**config.mk**
```make
export PLATFORM = sky130hd
export DESIGN_NAME = timer_split_pwm_toggle
export DESIGN_NICKNAME = d
export VERILOG_FILES = /design/src/pkg/timer_pkg.sv /design/src/hdl/timer_split_pwm_toggle.sv
export SDC_FILE = /design/constraint.sdc
export NUM_CORES = 1
export LEC_CHECK = 0
export BUFFER_PORTS_ARGS = -buffer_cell sky130_fd_sc_hd__buf_2
export CORE_ASPECT_RATIO = 1.25
export CORE_MARGIN = 4
export CORE_UTILIZATION = 35
export DETAILED_ROUTE_END_ITERATION = 8
export PLACE_DENSITY = 0.57
export SETUP_SLACK_MARGIN = 0.5
export SLEW_MARGIN = 10
export SYNTH_ARGS = -nofsm -noshare
export SYNTH_HDL_FRONTEND = slang
export SYNTH_SLANG_ARGS = --single-unit
```
**constraint.sdc**
```tcl
create_clock -name core_clk -period 2.4 [get_ports core_clk]
set_clock_uncertainty 0.15 [all_clocks]
set_input_delay 0 -clock core_clk [delete_from_list [all_inputs] [get_ports core_clk]]
set_output_delay 0 -clock core_clk [all_outputs]
set_load 0.005 [all_outputs]
```
**src/pkg/timer_pkg.sv**
```systemverilog
package timer_pkg;

  // ==========================================================
  // Register byte addresses (low eight address bits).
  localparam logic [7:0] CONTROL_ADDR    = 8'h88;
  localparam logic [7:0] MODE_ADDR       = 8'h8c;
  localparam logic [7:0] LOW0_ADDR       = 8'h90;
  localparam logic [7:0] HIGH0_ADDR      = 8'h94;
  localparam logic [7:0] LOW1_ADDR       = 8'h98;
  localparam logic [7:0] HIGH1_ADDR      = 8'h9c;
  localparam logic [7:0] AUX_ADDR        = 8'ha0;
  localparam logic [7:0] IRQ_STATUS_ADDR = 8'ha4;
  localparam logic [7:0] IRQ_CLEAR_ADDR  = 8'ha8;
  localparam logic [7:0] IRQ_ENABLE_ADDR = 8'hac;

  // ==========================================================
  // Reset values.
  localparam logic [7:0] CONTROL_RESET = 8'h00;
  localparam logic [5:0] MODE_RESET    = 6'h00;
  localparam logic [7:0] COUNT_RESET   = 8'h00;
  localparam logic [1:0] AUX_RESET     = 2'h0;
  localparam logic [1:0] IRQ_RESET     = 2'h0;

  // ==========================================================
  // Counter constants.
  localparam logic [7:0] COUNT_MAX      = 8'hff;
  localparam logic [7:0] COUNT_STEP     = 8'h01;
  localparam logic [7:0] PWM_FORCE_HIGH = 8'h00;
  localparam logic [7:0] PWM_FORCE_LOW  = 8'hff;

  // ==========================================================
  // Field layouts.
  typedef enum logic [2:0]
  {
    MODE_PRESCALE  = 3'b000,
    MODE_WIDE      = 3'b001,
    MODE_RELOAD    = 3'b010,
    MODE_SPLIT     = 3'b011,
    MODE_RSVD4     = 3'b100,
    MODE_RSVD5     = 3'b101,
    MODE_PWM       = 3'b110,
    MODE_RSVD7     = 3'b111
  } mode_type;

  typedef struct packed
  {
    logic       timer1OverflowFlag;
    logic       timer1RunBit;
    logic       timer0OverflowFlag;
    logic       timer0RunBit;
    logic [3:0] reserved;
  } control_type;

  typedef struct packed
  {
    mode_type timer1Mode;
    mode_type timer0Mode;
  } mode_reg_type;

  typedef struct packed
  {
    logic countSourceSelect;
    logic overflowToggleEnable;
  } aux_type;

  typedef struct packed
  {
    logic timer1;
    logic timer0;
  } irq_type;

endpackage

```
**src/hdl/timer_split_pwm_toggle.sv**
```systemverilog
// Design decision made here: the AHB-Lite register port.
`timescale 1ns/1ps

// Function
// - Timer 1 in its split mode stops counting, as if its run bit were cleared.
// - Timer 0 split mode runs low and high bytes as independent 8-bit counters.
// - Split high byte counts clocks, gated by timer 1 run, sets timer 1 flag.
// - Timer 1 starts/stops by leaving/entering split mode, raising no flag then.
// - Timer 0 PWM mode has a full period of 256 timer clocks.
// - In PWM mode hardware both sets and clears the timer 0 overflow flag.
// - PWM high phase of the flag lasts 256 minus the high byte value.
// - PWM high byte 00h forces pin high; FFh forces pin low.
// - PWM flag rising edge still interrupts; software may still clear the flag.
// - Timer 1 flag set on overflow, cleared on service or by software.
// - Control bit 6 runs timer 1; control bit 4 runs timer 0.
// - With toggle enabled the timer 0 pin inverts on each timer 0 overflow.
// - When toggle is switched on the pin reads 1 until the first overflow.
// - Mode field 011 is split, 110 is PWM; 100, 101, 111 are reserved.
// - Outside split and PWM, low byte overflow sets the flag and reloads low byte from high byte.
module timer_split_pwm_toggle
(
  input  wire logic        core_clk,
  input  wire logic        rst_n,
  input  wire logic        hsel,
  input  wire logic [31:0] haddr,
  input  wire logic [1:0]  htrans,
  input  wire logic        hwrite,
  input  wire logic [2:0]  hsize,
  input  wire logic [31:0] hwdata,
  input  wire logic        hready,
  output logic             hreadyout,
  output logic             hresp,
  output logic      [31:0] hrdata,
  input  wire logic        timer0PinIn,
  output logic             timer0PinOut,
  output logic             timer0PinOe,
  input  wire logic        timer0Serviced,
  input  wire logic        timer1Serviced,
  output logic             timer1Overflow,
  output logic             irq
);

  // ==========================================================
  // Bus slave.
  // Every access completes with no wait state, so the data
  // phase is always one cycle and the answer is always OKAY.
  logic       writePending;
  logic       dataHit;
  logic [7:0] dataAddr;

  wire addrPhase = hsel && htrans[1] && hready;

  always_ff @(posedge core_clk)
  begin
    if (!rst_n)
    begin
      writePending <= 1'b0;
      dataHit      <= 1'b0;
      dataAddr     <= 8'h00;
    end
    else if (addrPhase)
    begin
      writePending <= hwrite;
      dataHit      <= (haddr[31:8] == 24'h000000) && (haddr[1:0] == 2'b00);
      dataAddr     <= haddr[7:0];
    end
    else
    begin
      writePending <= 1'b0;
    end
  end

  function automatic logic writeTo(input logic [7:0] target);
    writeTo = writePending && dataHit && (dataAddr == target);
  endfunction

  wire wrControl = writeTo(timer_pkg::CONTROL_ADDR);
  wire wrMode    = writeTo(timer_pkg::MODE_ADDR);
  wire wrLow0    = writeTo(timer_pkg::LOW0_ADDR);
  wire wrHigh0   = writeTo(timer_pkg::HIGH0_ADDR);
  wire wrLow1    = writeTo(timer_pkg::LOW1_ADDR);
  wire wrHigh1   = writeTo(timer_pkg::HIGH1_ADDR);
  wire wrAux     = writeTo(timer_pkg::AUX_ADDR);
  wire wrClear   = writeTo(timer_pkg::IRQ_CLEAR_ADDR);
  wire wrIrqEn   = writeTo(timer_pkg::IRQ_ENABLE_ADDR);

  wire timer_pkg::control_type wrControlData = timer_pkg::control_type'(hwdata[7:0]);

  assign hreadyout = 1'b1;
  assign hresp     = 1'b0;

  // ==========================================================
  // Registers.
  timer_pkg::control_type  control;
  timer_pkg::mode_reg_type modeReg;
  timer_pkg::aux_type      aux;
  timer_pkg::irq_type      irqStatus;
  timer_pkg::irq_type      irqEnable;
  logic [7:0]              timer0LowCount;
  logic [7:0]              timer0HighCount;
  logic [7:0]              timer1LowCount;
  logic [7:0]              timer1HighCount;
  logic                    pwmHigh;
  logic                    toggleLevel;

  // ==========================================================
  // Count pin synchroniser for counter operation.
  logic pinMeta;
  logic pinSync;
  logic pinPrev;

  always_ff @(posedge core_clk)
  begin
    if (!rst_n)
    begin
      pinMeta <= 1'b0;
      pinSync <= 1'b0;
      pinPrev <= 1'b0;
    end
    else
    begin
      pinMeta <= timer0PinIn;
      pinSync <= pinMeta;
      pinPrev <= pinSync;
    end
  end

  wire pinFall = pinPrev && !pinSync;

  // ==========================================================
  // Mode decode.
  wire splitMode  = modeReg.timer0Mode == timer_pkg::MODE_SPLIT;
  wire pwmMode    = modeReg.timer0Mode == timer_pkg::MODE_PWM;
  wire timer1Held = modeReg.timer1Mode == timer_pkg::MODE_SPLIT;

  // ==========================================================
  // Timer 0 low byte.
  // Modes outside split and PWM fall back to the auto-reload
  // structure; the narrower prescaled modes are not built here.
  wire low0Tick = control.timer0RunBit
                && (aux.countSourceSelect ? pinFall : 1'b1);
  wire low0Wrap = low0Tick && (timer0LowCount == timer_pkg::COUNT_MAX);

  // Going high reloads the high byte, so the high phase lasts
  // 256 minus it; going low reloads its negation, so the low
  // phase lasts the high byte itself and the period is 256.
  wire [7:0] negHigh   = 8'h00 - timer0HighCount;
  wire [7:0] reloadVal = (pwmMode && pwmHigh) ? negHigh
                                              : timer0HighCount;
  wire [7:0] low0Inc   = timer0LowCount + timer_pkg::COUNT_STEP;

  logic [7:0] next_timer0LowCount;
  assign next_timer0LowCount = wrLow0 ? hwdata[7:0]
                             : !low0Tick ? timer0LowCount
                             : splitMode ? low0Inc
                             : low0Wrap ? reloadVal
                             : low0Inc;

  // ==========================================================
  // Timer 0 overflow flag.
  // A hardware set wins over both hardware and software clears.
  wire flag0Set = low0Wrap && !(pwmMode && pwmHigh);
  wire flag0HwClear = timer0Serviced
                    || (pwmMode && pwmHigh && low0Wrap);

  logic next_timer0Flag;
  assign next_timer0Flag = flag0Set ? 1'b1
                         : flag0HwClear ? 1'b0
                         : wrControl ? wrControlData.timer0OverflowFlag
                         : control.timer0OverflowFlag;

  // ==========================================================
  // Timer 0 high byte.
  // In split mode it counts every clock and borrows timer 1's
  // run bit, whatever the count source select says.
  wire high0Tick = splitMode && control.timer1RunBit;
  wire high0Wrap = high0Tick && (timer0HighCount == timer_pkg::COUNT_MAX);

  logic [7:0] next_timer0HighCount;
  assign next_timer0HighCount = wrHigh0 ? hwdata[7:0]
                              : high0Tick ? (timer0HighCount + timer_pkg::COUNT_STEP)
                              : timer0HighCount;

  // ==========================================================
  // Timer 1 as an 8-bit auto-reload baud source.
  // While timer 0 is split, timer 1 runs whenever it is out of
  // its own split mode, since its run bit belongs to timer 0.
  wire t1Run = !timer1Held
             && (splitMode ? 1'b1 : control.timer1RunBit);
  wire t1Wrap = t1Run && (timer1LowCount == timer_pkg::COUNT_MAX);

  logic [7:0] next_timer1LowCount;
  assign next_timer1LowCount = wrLow1 ? hwdata[7:0]
                             : t1Wrap ? timer1HighCount
                             : t1Run ? (timer1LowCount + timer_pkg::COUNT_STEP)
                             : timer1LowCount;

  wire t1Set = splitMode ? high0Wrap : t1Wrap;

  logic next_timer1Flag;
  assign next_timer1Flag = t1Set ? 1'b1
                         : timer1Serviced ? 1'b0
                         : wrControl ? wrControlData.timer1OverflowFlag
                         : control.timer1OverflowFlag;

  // ==========================================================
  // Control register.
  // Reserved bits are not stored and read as zero.
  timer_pkg::control_type next_control;
  assign next_control.timer1OverflowFlag = next_timer1Flag;
  assign next_control.timer1RunBit = wrControl ? wrControlData.timer1RunBit
                                               : control.timer1RunBit;
  assign next_control.timer0OverflowFlag = next_timer0Flag;
  assign next_control.timer0RunBit = wrControl ? wrControlData.timer0RunBit
                                               : control.timer0RunBit;
  assign next_control.reserved = 4'h0;

  always_ff @(posedge core_clk)
  begin
    if (!rst_n)
    begin
      control         <= timer_pkg::control_type'(timer_pkg::CONTROL_RESET);
      timer0LowCount  <= timer_pkg::COUNT_RESET;
      timer0HighCount <= timer_pkg::COUNT_RESET;
      timer1LowCount  <= timer_pkg::COUNT_RESET;
    end
    else
    begin
      control         <= next_control;
      timer0LowCount  <= next_timer0LowCount;
      timer0HighCount <= next_timer0HighCount;
      timer1LowCount  <= next_timer1LowCount;
    end
  end

  always_ff @(posedge core_clk)
  begin
    if (!rst_n)
    begin
      modeReg         <= timer_pkg::mode_reg_type'(timer_pkg::MODE_RESET);
      aux             <= timer_pkg::aux_type'(timer_pkg::AUX_RESET);
      timer1HighCount <= timer_pkg::COUNT_RESET;
      irqEnable       <= timer_pkg::irq_type'(timer_pkg::IRQ_RESET);
    end
    else
    begin
      if (wrMode)
        modeReg <= timer_pkg::mode_reg_type'(hwdata[5:0]);
      if (wrAux)
        aux <= timer_pkg::aux_type'(hwdata[1:0]);
      if (wrHigh1)
        timer1HighCount <= hwdata[7:0];
      if (wrIrqEn)
        irqEnable <= timer_pkg::irq_type'(hwdata[1:0]);
    end
  end

  // ==========================================================
  // PWM phase and pin drive.
  wire pwmLevel = (timer0HighCount == timer_pkg::PWM_FORCE_HIGH) ? 1'b1
                : (timer0HighCount == timer_pkg::PWM_FORCE_LOW) ? 1'b0
                : pwmHigh;

  always_ff @(posedge core_clk)
  begin
    if (!rst_n)
    begin
      pwmHigh     <= 1'b0;
      toggleLevel <= 1'b1;
    end
    else
    begin
      if (!pwmMode)
        pwmHigh <= 1'b0;
      else if (low0Wrap)
        pwmHigh <= !pwmHigh;
      if (!aux.overflowToggleEnable)
        toggleLevel <= 1'b1;
      else if (low0Wrap)
        toggleLevel <= !toggleLevel;
    end
  end

  // The pin lags its cause by one clock so that it comes
  // straight from a flip-flop; PWM takes precedence over toggle.
  always_ff @(posedge core_clk)
  begin
    if (!rst_n)
    begin
      timer0PinOut   <= 1'b1;
      timer0PinOe    <= 1'b0;
      timer1Overflow <= 1'b0;
    end
    else
    begin
      timer0PinOut   <= pwmMode ? pwmLevel : toggleLevel;
      timer0PinOe    <= pwmMode || aux.overflowToggleEnable;
      timer1Overflow <= t1Wrap;
    end
  end

  // ==========================================================
  // Interrupt status.
  // Events are rising edges of the overflow flags; an event in
  // the same cycle as a clear write keeps its bit set.
  wire flag0Rise = next_timer0Flag && !control.timer0OverflowFlag;
  wire t1Rise    = next_timer1Flag && !control.timer1OverflowFlag;

  timer_pkg::irq_type clearMask;
  assign clearMask = wrClear ? timer_pkg::irq_type'(hwdata[1:0])
                             : timer_pkg::irq_type'(2'b00);

  always_ff @(posedge core_clk)
  begin
    if (!rst_n)
      irqStatus <= timer_pkg::irq_type'(timer_pkg::IRQ_RESET);
    else
    begin
      irqStatus.timer0 <= flag0Rise || (irqStatus.timer0 && !clearMask.timer0);
      irqStatus.timer1 <= t1Rise || (irqStatus.timer1 && !clearMask.timer1);
    end
  end

  assign irq = |(irqStatus & irqEnable);

  // ==========================================================
  // Read mux.
  logic [7:0] readByte;

  always_comb
  begin
    readByte = 8'h00;
    case (dataAddr)
      timer_pkg::CONTROL_ADDR:    readByte = control;
      timer_pkg::MODE_ADDR:       readByte = {2'b00, modeReg};
      timer_pkg::LOW0_ADDR:       readByte = timer0LowCount;
      timer_pkg::HIGH0_ADDR:      readByte = timer0HighCount;
      timer_pkg::LOW1_ADDR:       readByte = timer1LowCount;
      timer_pkg::HIGH1_ADDR:      readByte = timer1HighCount;
      timer_pkg::AUX_ADDR:        readByte = {6'h00, aux};
      timer_pkg::IRQ_STATUS_ADDR: readByte = {6'h00, irqStatus};
      timer_pkg::IRQ_ENABLE_ADDR: readByte = {6'h00, irqEnable};
      default:                    readByte = 8'h00;
    endcase
  end

  assign hrdata = dataHit ? {24'h000000, readByte} : 32'h00000000;

endmodule

```
==> Word level (Yosys, flattened, before mapping) <==
Index checks and enable logic that the tools add are counted.
{ "word_totals": {"wordCells": 124, "latchBits": 0, "romBits": 0, "reg_bits": 70, "memories": 0, "output_inout_bits": 38, "ram_bits": 0, "input_bits": 77} }
{ "op_classes": {"n_bitwise": 1, "n_reduce_logical": 50, "muxes": 25, "shifts": 0, "n_lt_le_gt_ge": 0, "n_eq_ne": 16, "multipliers": 0, "div_mod_pow": 0, "addsub": 4} }
{ "op_table": {"columns": ["operator", "count"], "rows": [
  ["8-bit == test, second input constant", 13],
  ["8-bit two-way mux", 11],
  ["8-bit one-hot mux with 9 select lines", 1],
  ["1-bit logical AND", 27],
  ["8-bit by 1-bit adder with 8-bit output, second input constant", 3],
  ["24-bit zero test", 1],
  ["1-bit two-way mux", 12],
  ["1-bit zero test", 9],
  ["8-bit zero test", 1],
  ["1-bit by 8-bit subtractor with 8-bit output, first input constant", 1],
  ["3-bit by 2-bit == test with 1-bit output, second input constant", 2],
  ["2-bit AND reduction", 3],
  ["1-bit logical OR", 4],
  ["2-bit nonzero test", 2],
  ["3-bit == test, second input constant", 1],
  ["3-bit nonzero test", 1],
  ["2-bit AND", 1],
  ["2-bit zero test", 1],
  ["2-bit two-way mux", 1],
  ["2-bit OR reduction", 1]
]} }

==> Depth between registers and ports, before layout <==
{ "logic_depth": {"depth_word": 11, "mapped_depth": 8, "depth_no_buf": 7} }

==> Least setup slack after synthesis <==
Ideal clock, no wire load.
{ "synth_timing": {"kind": "register -> register", "start": "reg timer0LowCount[0]", "end": "reg timer0LowCount[7]", "arrival_time_ns": 1.762, "path_buffers": 0, "setup_ns": 0.120, "period_less_slack_ns": 2.031, "required_time_ns": 2.130, "path_stages_with_launch": 7, "path_slack_ns": 0.369, "cell_sequence": "dfxtp_1 > ha_1 > nand3_4 > a2111oi_4 > nand2_4 > mux2i_1 > o31a_1"} }
{ "synth_via": {"elab_chain_cells": 6, "elab_cells_between_ends": 7, "classes_between": "1 x add/sub; 1 x eq/ne; 4 x mux; 1 x reduce/logical"} }
{ "synth_rtl": {"columns": ["element", "line", "rtl"], "rows": [
  ["from (decl)", "timer_split_pwm_toggle.sv:99", "logic [7:0] timer0LowCount;"],
  ["from (signal assigned)", "timer_split_pwm_toggle.sv:223", "timer0LowCount <= timer_pkg::COUNT_RESET;"],
  ["from (signal assigned)", "timer_split_pwm_toggle.sv:230", "timer0LowCount <= next_timer0LowCount;"],
  ["parallel branches: the longest is 3 deep, another holds 8-bit by 1-bit adder with 8-bit output", null, null],
  ["8-bit two-way mux (*)", "timer_split_pwm_toggle.sv:155", ": splitMode ? low0Inc"],
  ["8-bit two-way mux (*)", "timer_split_pwm_toggle.sv:154", ": !low0Tick ? timer0LowCount"],
  ["8-bit two-way mux (*)", "timer_split_pwm_toggle.sv:153", "assign next_timer0LowCount = wrLow0 ? hwdata[7:0]"]
]} }
Mark *: on every way between the ends. The select of a mux whose other input is x is not followed.
A chain may end at the register's enable or synchronous reset.

==> Final worst setup path <==
{ "layout_timing": {"start": "reg dataAddr[5]", "end": "out hrdata[4]"} }
{ "layout_via": {"elab_chain_cells": 3, "elab_cells_between_ends": 11, "classes_between": "9 x eq/ne; 2 x mux"} }
{ "layout_rtl": {"columns": ["element", "line", "rtl"], "rows": [
  ["from (decl)", "timer_split_pwm_toggle.sv:49", "logic [7:0] dataAddr;"],
  ["from (signal assigned)", "timer_split_pwm_toggle.sv:65", "dataAddr <= haddr[7:0];"],
  ["8-bit == test", "timer_split_pwm_toggle.sv:333", "case (dataAddr)"],
  ["8-bit one-hot mux with 9 select lines (*)", "timer_split_pwm_toggle.sv:333", null],
  ["8-bit two-way mux (*)", "timer_split_pwm_toggle.sv:347", "assign hrdata = dataHit ? {24'h000000, readByte} : 32'h00000000;"],
  ["to (decl)", "timer_split_pwm_toggle.sv:33", "output logic [31:0] hrdata,"]
]} }
Mark *: on every way between the ends. The rest lies on a longest branch, timed or not.

==> run_results.csv <==
group,metric,value,unit
run_status,status,"finished clean",
synth,synth_edf_count,0,
cts,cts.path.max_buffers,2,
cells_and_area,layout_common_cells,"63 x nand2_1, 60 x buf_2, 53 x dfxtp_1, 44 x a21oi_1, 38 x buf_4",
floorplan,core-area,0.0117,mm²
cells_and_area,nNetsFinal,723,
cts,clk_latency,0.34,ns
synth,synth-seq-area-share,31.5,%
critical_path,cp.depth,6,
cells_and_area,multi_input_comb_area,0.00275,mm²
timing,min_period,2.04,ns
detailed_routing,drt-initial-drc-count,269,
floorplan,num_rows,44,
floorplan,fp.dieW,106,µm
pwr,p_leak,2.08,nW
placement,hpwl,9800,µm
critical_path,crit_path_end_kind,"primary output",
critical_path,cp_top_family,"simple AND/OR/NAND/NOR gates",
placement,place_ws,0.308,ns
detailed_routing,dr_wl_met2,7020,µm
detailed_routing,post_drt_wl_per_cell,17.4,µm
global_route,grt_pass1_wl,21500,µm
timing,drv_slew,0,
global_route,antenna_found_initial,0,
timing,worst_slack,0.359,ns
timing,rsz0062_at_grt,"yes",
critical_path,worstSetupPathType,"register to primary output",
critical_path,cp-start-kind,"register",
cts,cts_sinks,66,
timing,relSlewSlack,62.4,%
detailed_routing,drc,0,
synth,synth-warning-count,0,
cts,cts_tree,"done",
global_route,grt_max_degree,25,
timing,fmax,490,MHz
synth,synthesis.area,0.00419,mm²
synth,yosysUniqueCellTypes,68,
flow_run,cap_violations,0,
worst_hold_path,min_path_type,"input port to register",
placement,placed_area,0.00458,mm²
critical_path,reg2regPathDepth,6,
floorplan,start_util,35.9,%
floorplan,die_h,130,µm
detailed_routing,first_pass_iters,5,
critical_path,max_stage_delay,0.37,ns
timing,finalSetupViolCount,0,
synth,synthCells,527,
critical_path,cpMaxStageDelayCell,"dfxtp_4",
global_route,grt.total_usage,20.0,%
critical_path,ff2ff_setup_slack,0.53,ns
detailed_routing,wl_met1,5620,µm
timing,finalCritPeriodShare,85.0,%
cts,cts-root-buf,"clkbuf_16",
cts,htreeDepth,3,
timing,hold_violations,0,
synth,syn_area_per_cell,7.95,µm²
critical_path,cp_num_buf_inv,2,
placement,place_congestion,0.962,
global_route,gr-total-overflow,0,
timing,worst_slew_pin_slew,0.564,ns
detailed_routing,dr_wl_met3,803,µm
worst_hold_path,holdPathEnd,"dataAddr[2]$_SDFFE_PN0P_",
pwr,pwr_density_cell,442,mW/mm²
cells_and_area,fillers,1159,
timing,fin_tns_setup,0,ns
critical_path,r2r-end,"irqStatus[1]$_SDFF_PN0_",
cells_and_area,fin_area,0.00563,mm²
critical_path,r2r_start,"timer1LowCount[0]$_SDFFE_PN0P_",
synth,async_reset_ff_share,0,%
detailed_routing,ant_nets,0,
cells_and_area,drive_above_1_share,28.3,%
cts,clkTransAtPathRegs,0.05,ns
global_route,grt_pass1_vias,4142,
floorplan,ios,115,
floorplan,die-area,0.0138,mm²
cells_and_area,num_antenna_cells,0,
detailed_routing,via_per_inst,5.52,
critical_path,path_cells,"buf_4 > nor3b_1 > nand2_1 > o22a_1 > a21oi_2 > buf_2",
detailed_routing,routed_wl,14100,µm
cts,numCtsBuffers,9,
detailed_routing,vias,4452,
cells_and_area,seqCellArea,0.00135,mm²
critical_path,cp.required,2.25,ns
synth,synth_ff_type,"dfxtp_1",
cells_and_area,final_common_cell,"nand2_1",
synth,ys_ff_latch,66,
worst_hold_path,holdPathStages,4,
worst_hold_path,min-delay-start,"htrans[1]",
placement,io_buffers,60,
critical_path,critical_path_arrival,1.89,ns
cells_and_area,area_delta_synth_final,34.3,%
detailed_routing,dr.max_layer_used,"met4",
pwr,vdd_drop_max,0.219,mV
critical_path,crit_path_max_fanout,6,
-- final cells by class --
class	count	share of cell area, %
Clock inverter	4	0.356
Timing Repair Buffer	141	18.7
Inverter	5	0.333
Sequential cell	66	24.0
Multi-Input combinational cell	419	48.8
Tap cell	161	3.58
Clock buffer	11	4.14
-- kinds of logic (layout without fill, tap and decap cells) --
| family | count (synthesis) | after routing | share of synthesized area [%] |
|---|---|---|---|
| flops | 66 | 66 | 31.5 |
| buf+inv | 66 | 161 | 9.10 |
| mux | 29 | 29 | 7.52 |
| simple gates | 220 | 220 | 27.9 |
| other cells | 2 | 26 | 0.179 |
| compound gates | 119 | 119 | 18.1 |
| fa+ha+maj | 4 | 4 | 1.19 |
| xor+xnor | 21 | 21 | 4.39 |
-- report_power, final --
group	switching (mW)	internal, mW	leakage [nW]
registers	0.0144	1.10	0.541
logic	0.106	0.105	1.41
clock network	0.479	0.685	0.129
total	0.599	1.89	2.08
-- synthesized netlist by cell type (3+ instances only) --
cell type | number | share of area, %
a22o_1 | 8 | 1.7
nand3_1 | 34 | 4.1
nor3b_1 | 3 | 0.54
o21ai_1 | 5 | 0.60
xnor2_1 | 10 | 2.1
o2bb2ai_1 | 3 | 0.63
buf_4 | 27 | 4.8
and3_1 | 10 | 1.5
and2_1 | 8 | 1.2
o31ai_1 | 3 | 0.54
xor2_1 | 11 | 2.3
buf_6 | 3 | 0.81
nor2_1 | 40 | 3.6
a31oi_1 | 3 | 0.45
nand2_1 | 66 | 5.9
a21oi_1 | 51 | 6.1
dfxtp_1 | 66 | 32
nand4b_1 | 3 | 0.63
nand4_1 | 10 | 1.5
o21ai_0 | 19 | 2.3
mux2i_1 | 27 | 6.4
ha_1 | 4 | 1.2
inv_1 | 4 | 0.36
nor4_1 | 8 | 1.2
a221oi_1 | 3 | 0.63
clkbuf_1 | 20 | 1.8
buf_2 | 8 | 0.96
o21a_1 | 4 | 0.72
nor3_1 | 11 | 1.3
buf_1 | 3 | 0.27
and4_1 | 5 | 1.0
-- how the worst max path moves through the flow --
stage / from / end
finish: dataAddr[5]$_SDFFE_PN0P_ / hrdata[4]
global route: dataAddr[5]$_SDFFE_PN0P_ / hrdata[5]
CTS: dataAddr[4]$_SDFFE_PN0P_ / hrdata[6]
detailed placement: dataHit$_SDFFE_PN0P_ / control[5]$_SDFF_PN0_
global placement: dataHit$_SDFFE_PN0P_ / control[5]$_SDFF_PN0_
floorplan: dataAddr[4]$_SDFFE_PN0P_ / timer0LowCount[3]$_SDFFE_PN0P_
-- state kept, by name, summed over array words and instances (netlist names) --
register and cells:
timer0PinOut 1, writePending 1, aux 2, pinMeta 1
toggleLevel 1, dataHit 1, control 4, pwmHigh 1
timer1LowCount 8, modeReg 6, pinSync 1, timer0PinOe 1
timer1Overflow 1, dataAddr 8, timer1HighCount 8, irqEnable 2
pinPrev 1, irqStatus 2, timer0HighCount 8, timer0LowCount 8
-- per-stage QoR --
| stage | std cells | hold slack (ns) | power [mW] | utilization (%) |
|---|---|---|---|---|
| 6_report | 807 | 0.0408 | 2.49 | 48.2 |
| 3_5_place_dp | 730 | 0.0710 | 1.28 | 39.3 |
| 3_3_place_gp | 730 | 0.0649 | 1.28 | 39.3 |
| 4_1_cts | 795 | 0.0137 | 2.49 | 46.7 |
| 5_1_grt | 807 | 0.0643 | 2.57 | 48.2 |
| 2_1_floorplan | 551 | -0.0227 | 1.24 | - |
-- what timing repair did --
item	4_1_cts	5_1_grt
hold buffers	35	0
buffers inserted	15	12
pin swaps	14	13
resized for setup	38	31
gates cloned	0	0
endpoints found under the hold margin	61	0
endpoints found under the setup margin	24	36
-- worst reg2reg max path, cell delays in order, from the launching register on --
cell and delay (ns):
dfxtp_1 0.41, ha_2 0.27, nand3_1 0.16, nand2b_1 0.28
o22ai_1 0.21, o21bai_1 0.17, a21oi_1 0.14
-- layer usage --
layer | vias up | track usage, %
met5 | - | 0
met3 | 49 | 3.81
met1 | 2148 | 23.2
met4 | 0 | 10.4
li1 | 2081 | -
met2 | 174 | 35.2
Note: power is estimated with default switching activity, not from simulation.
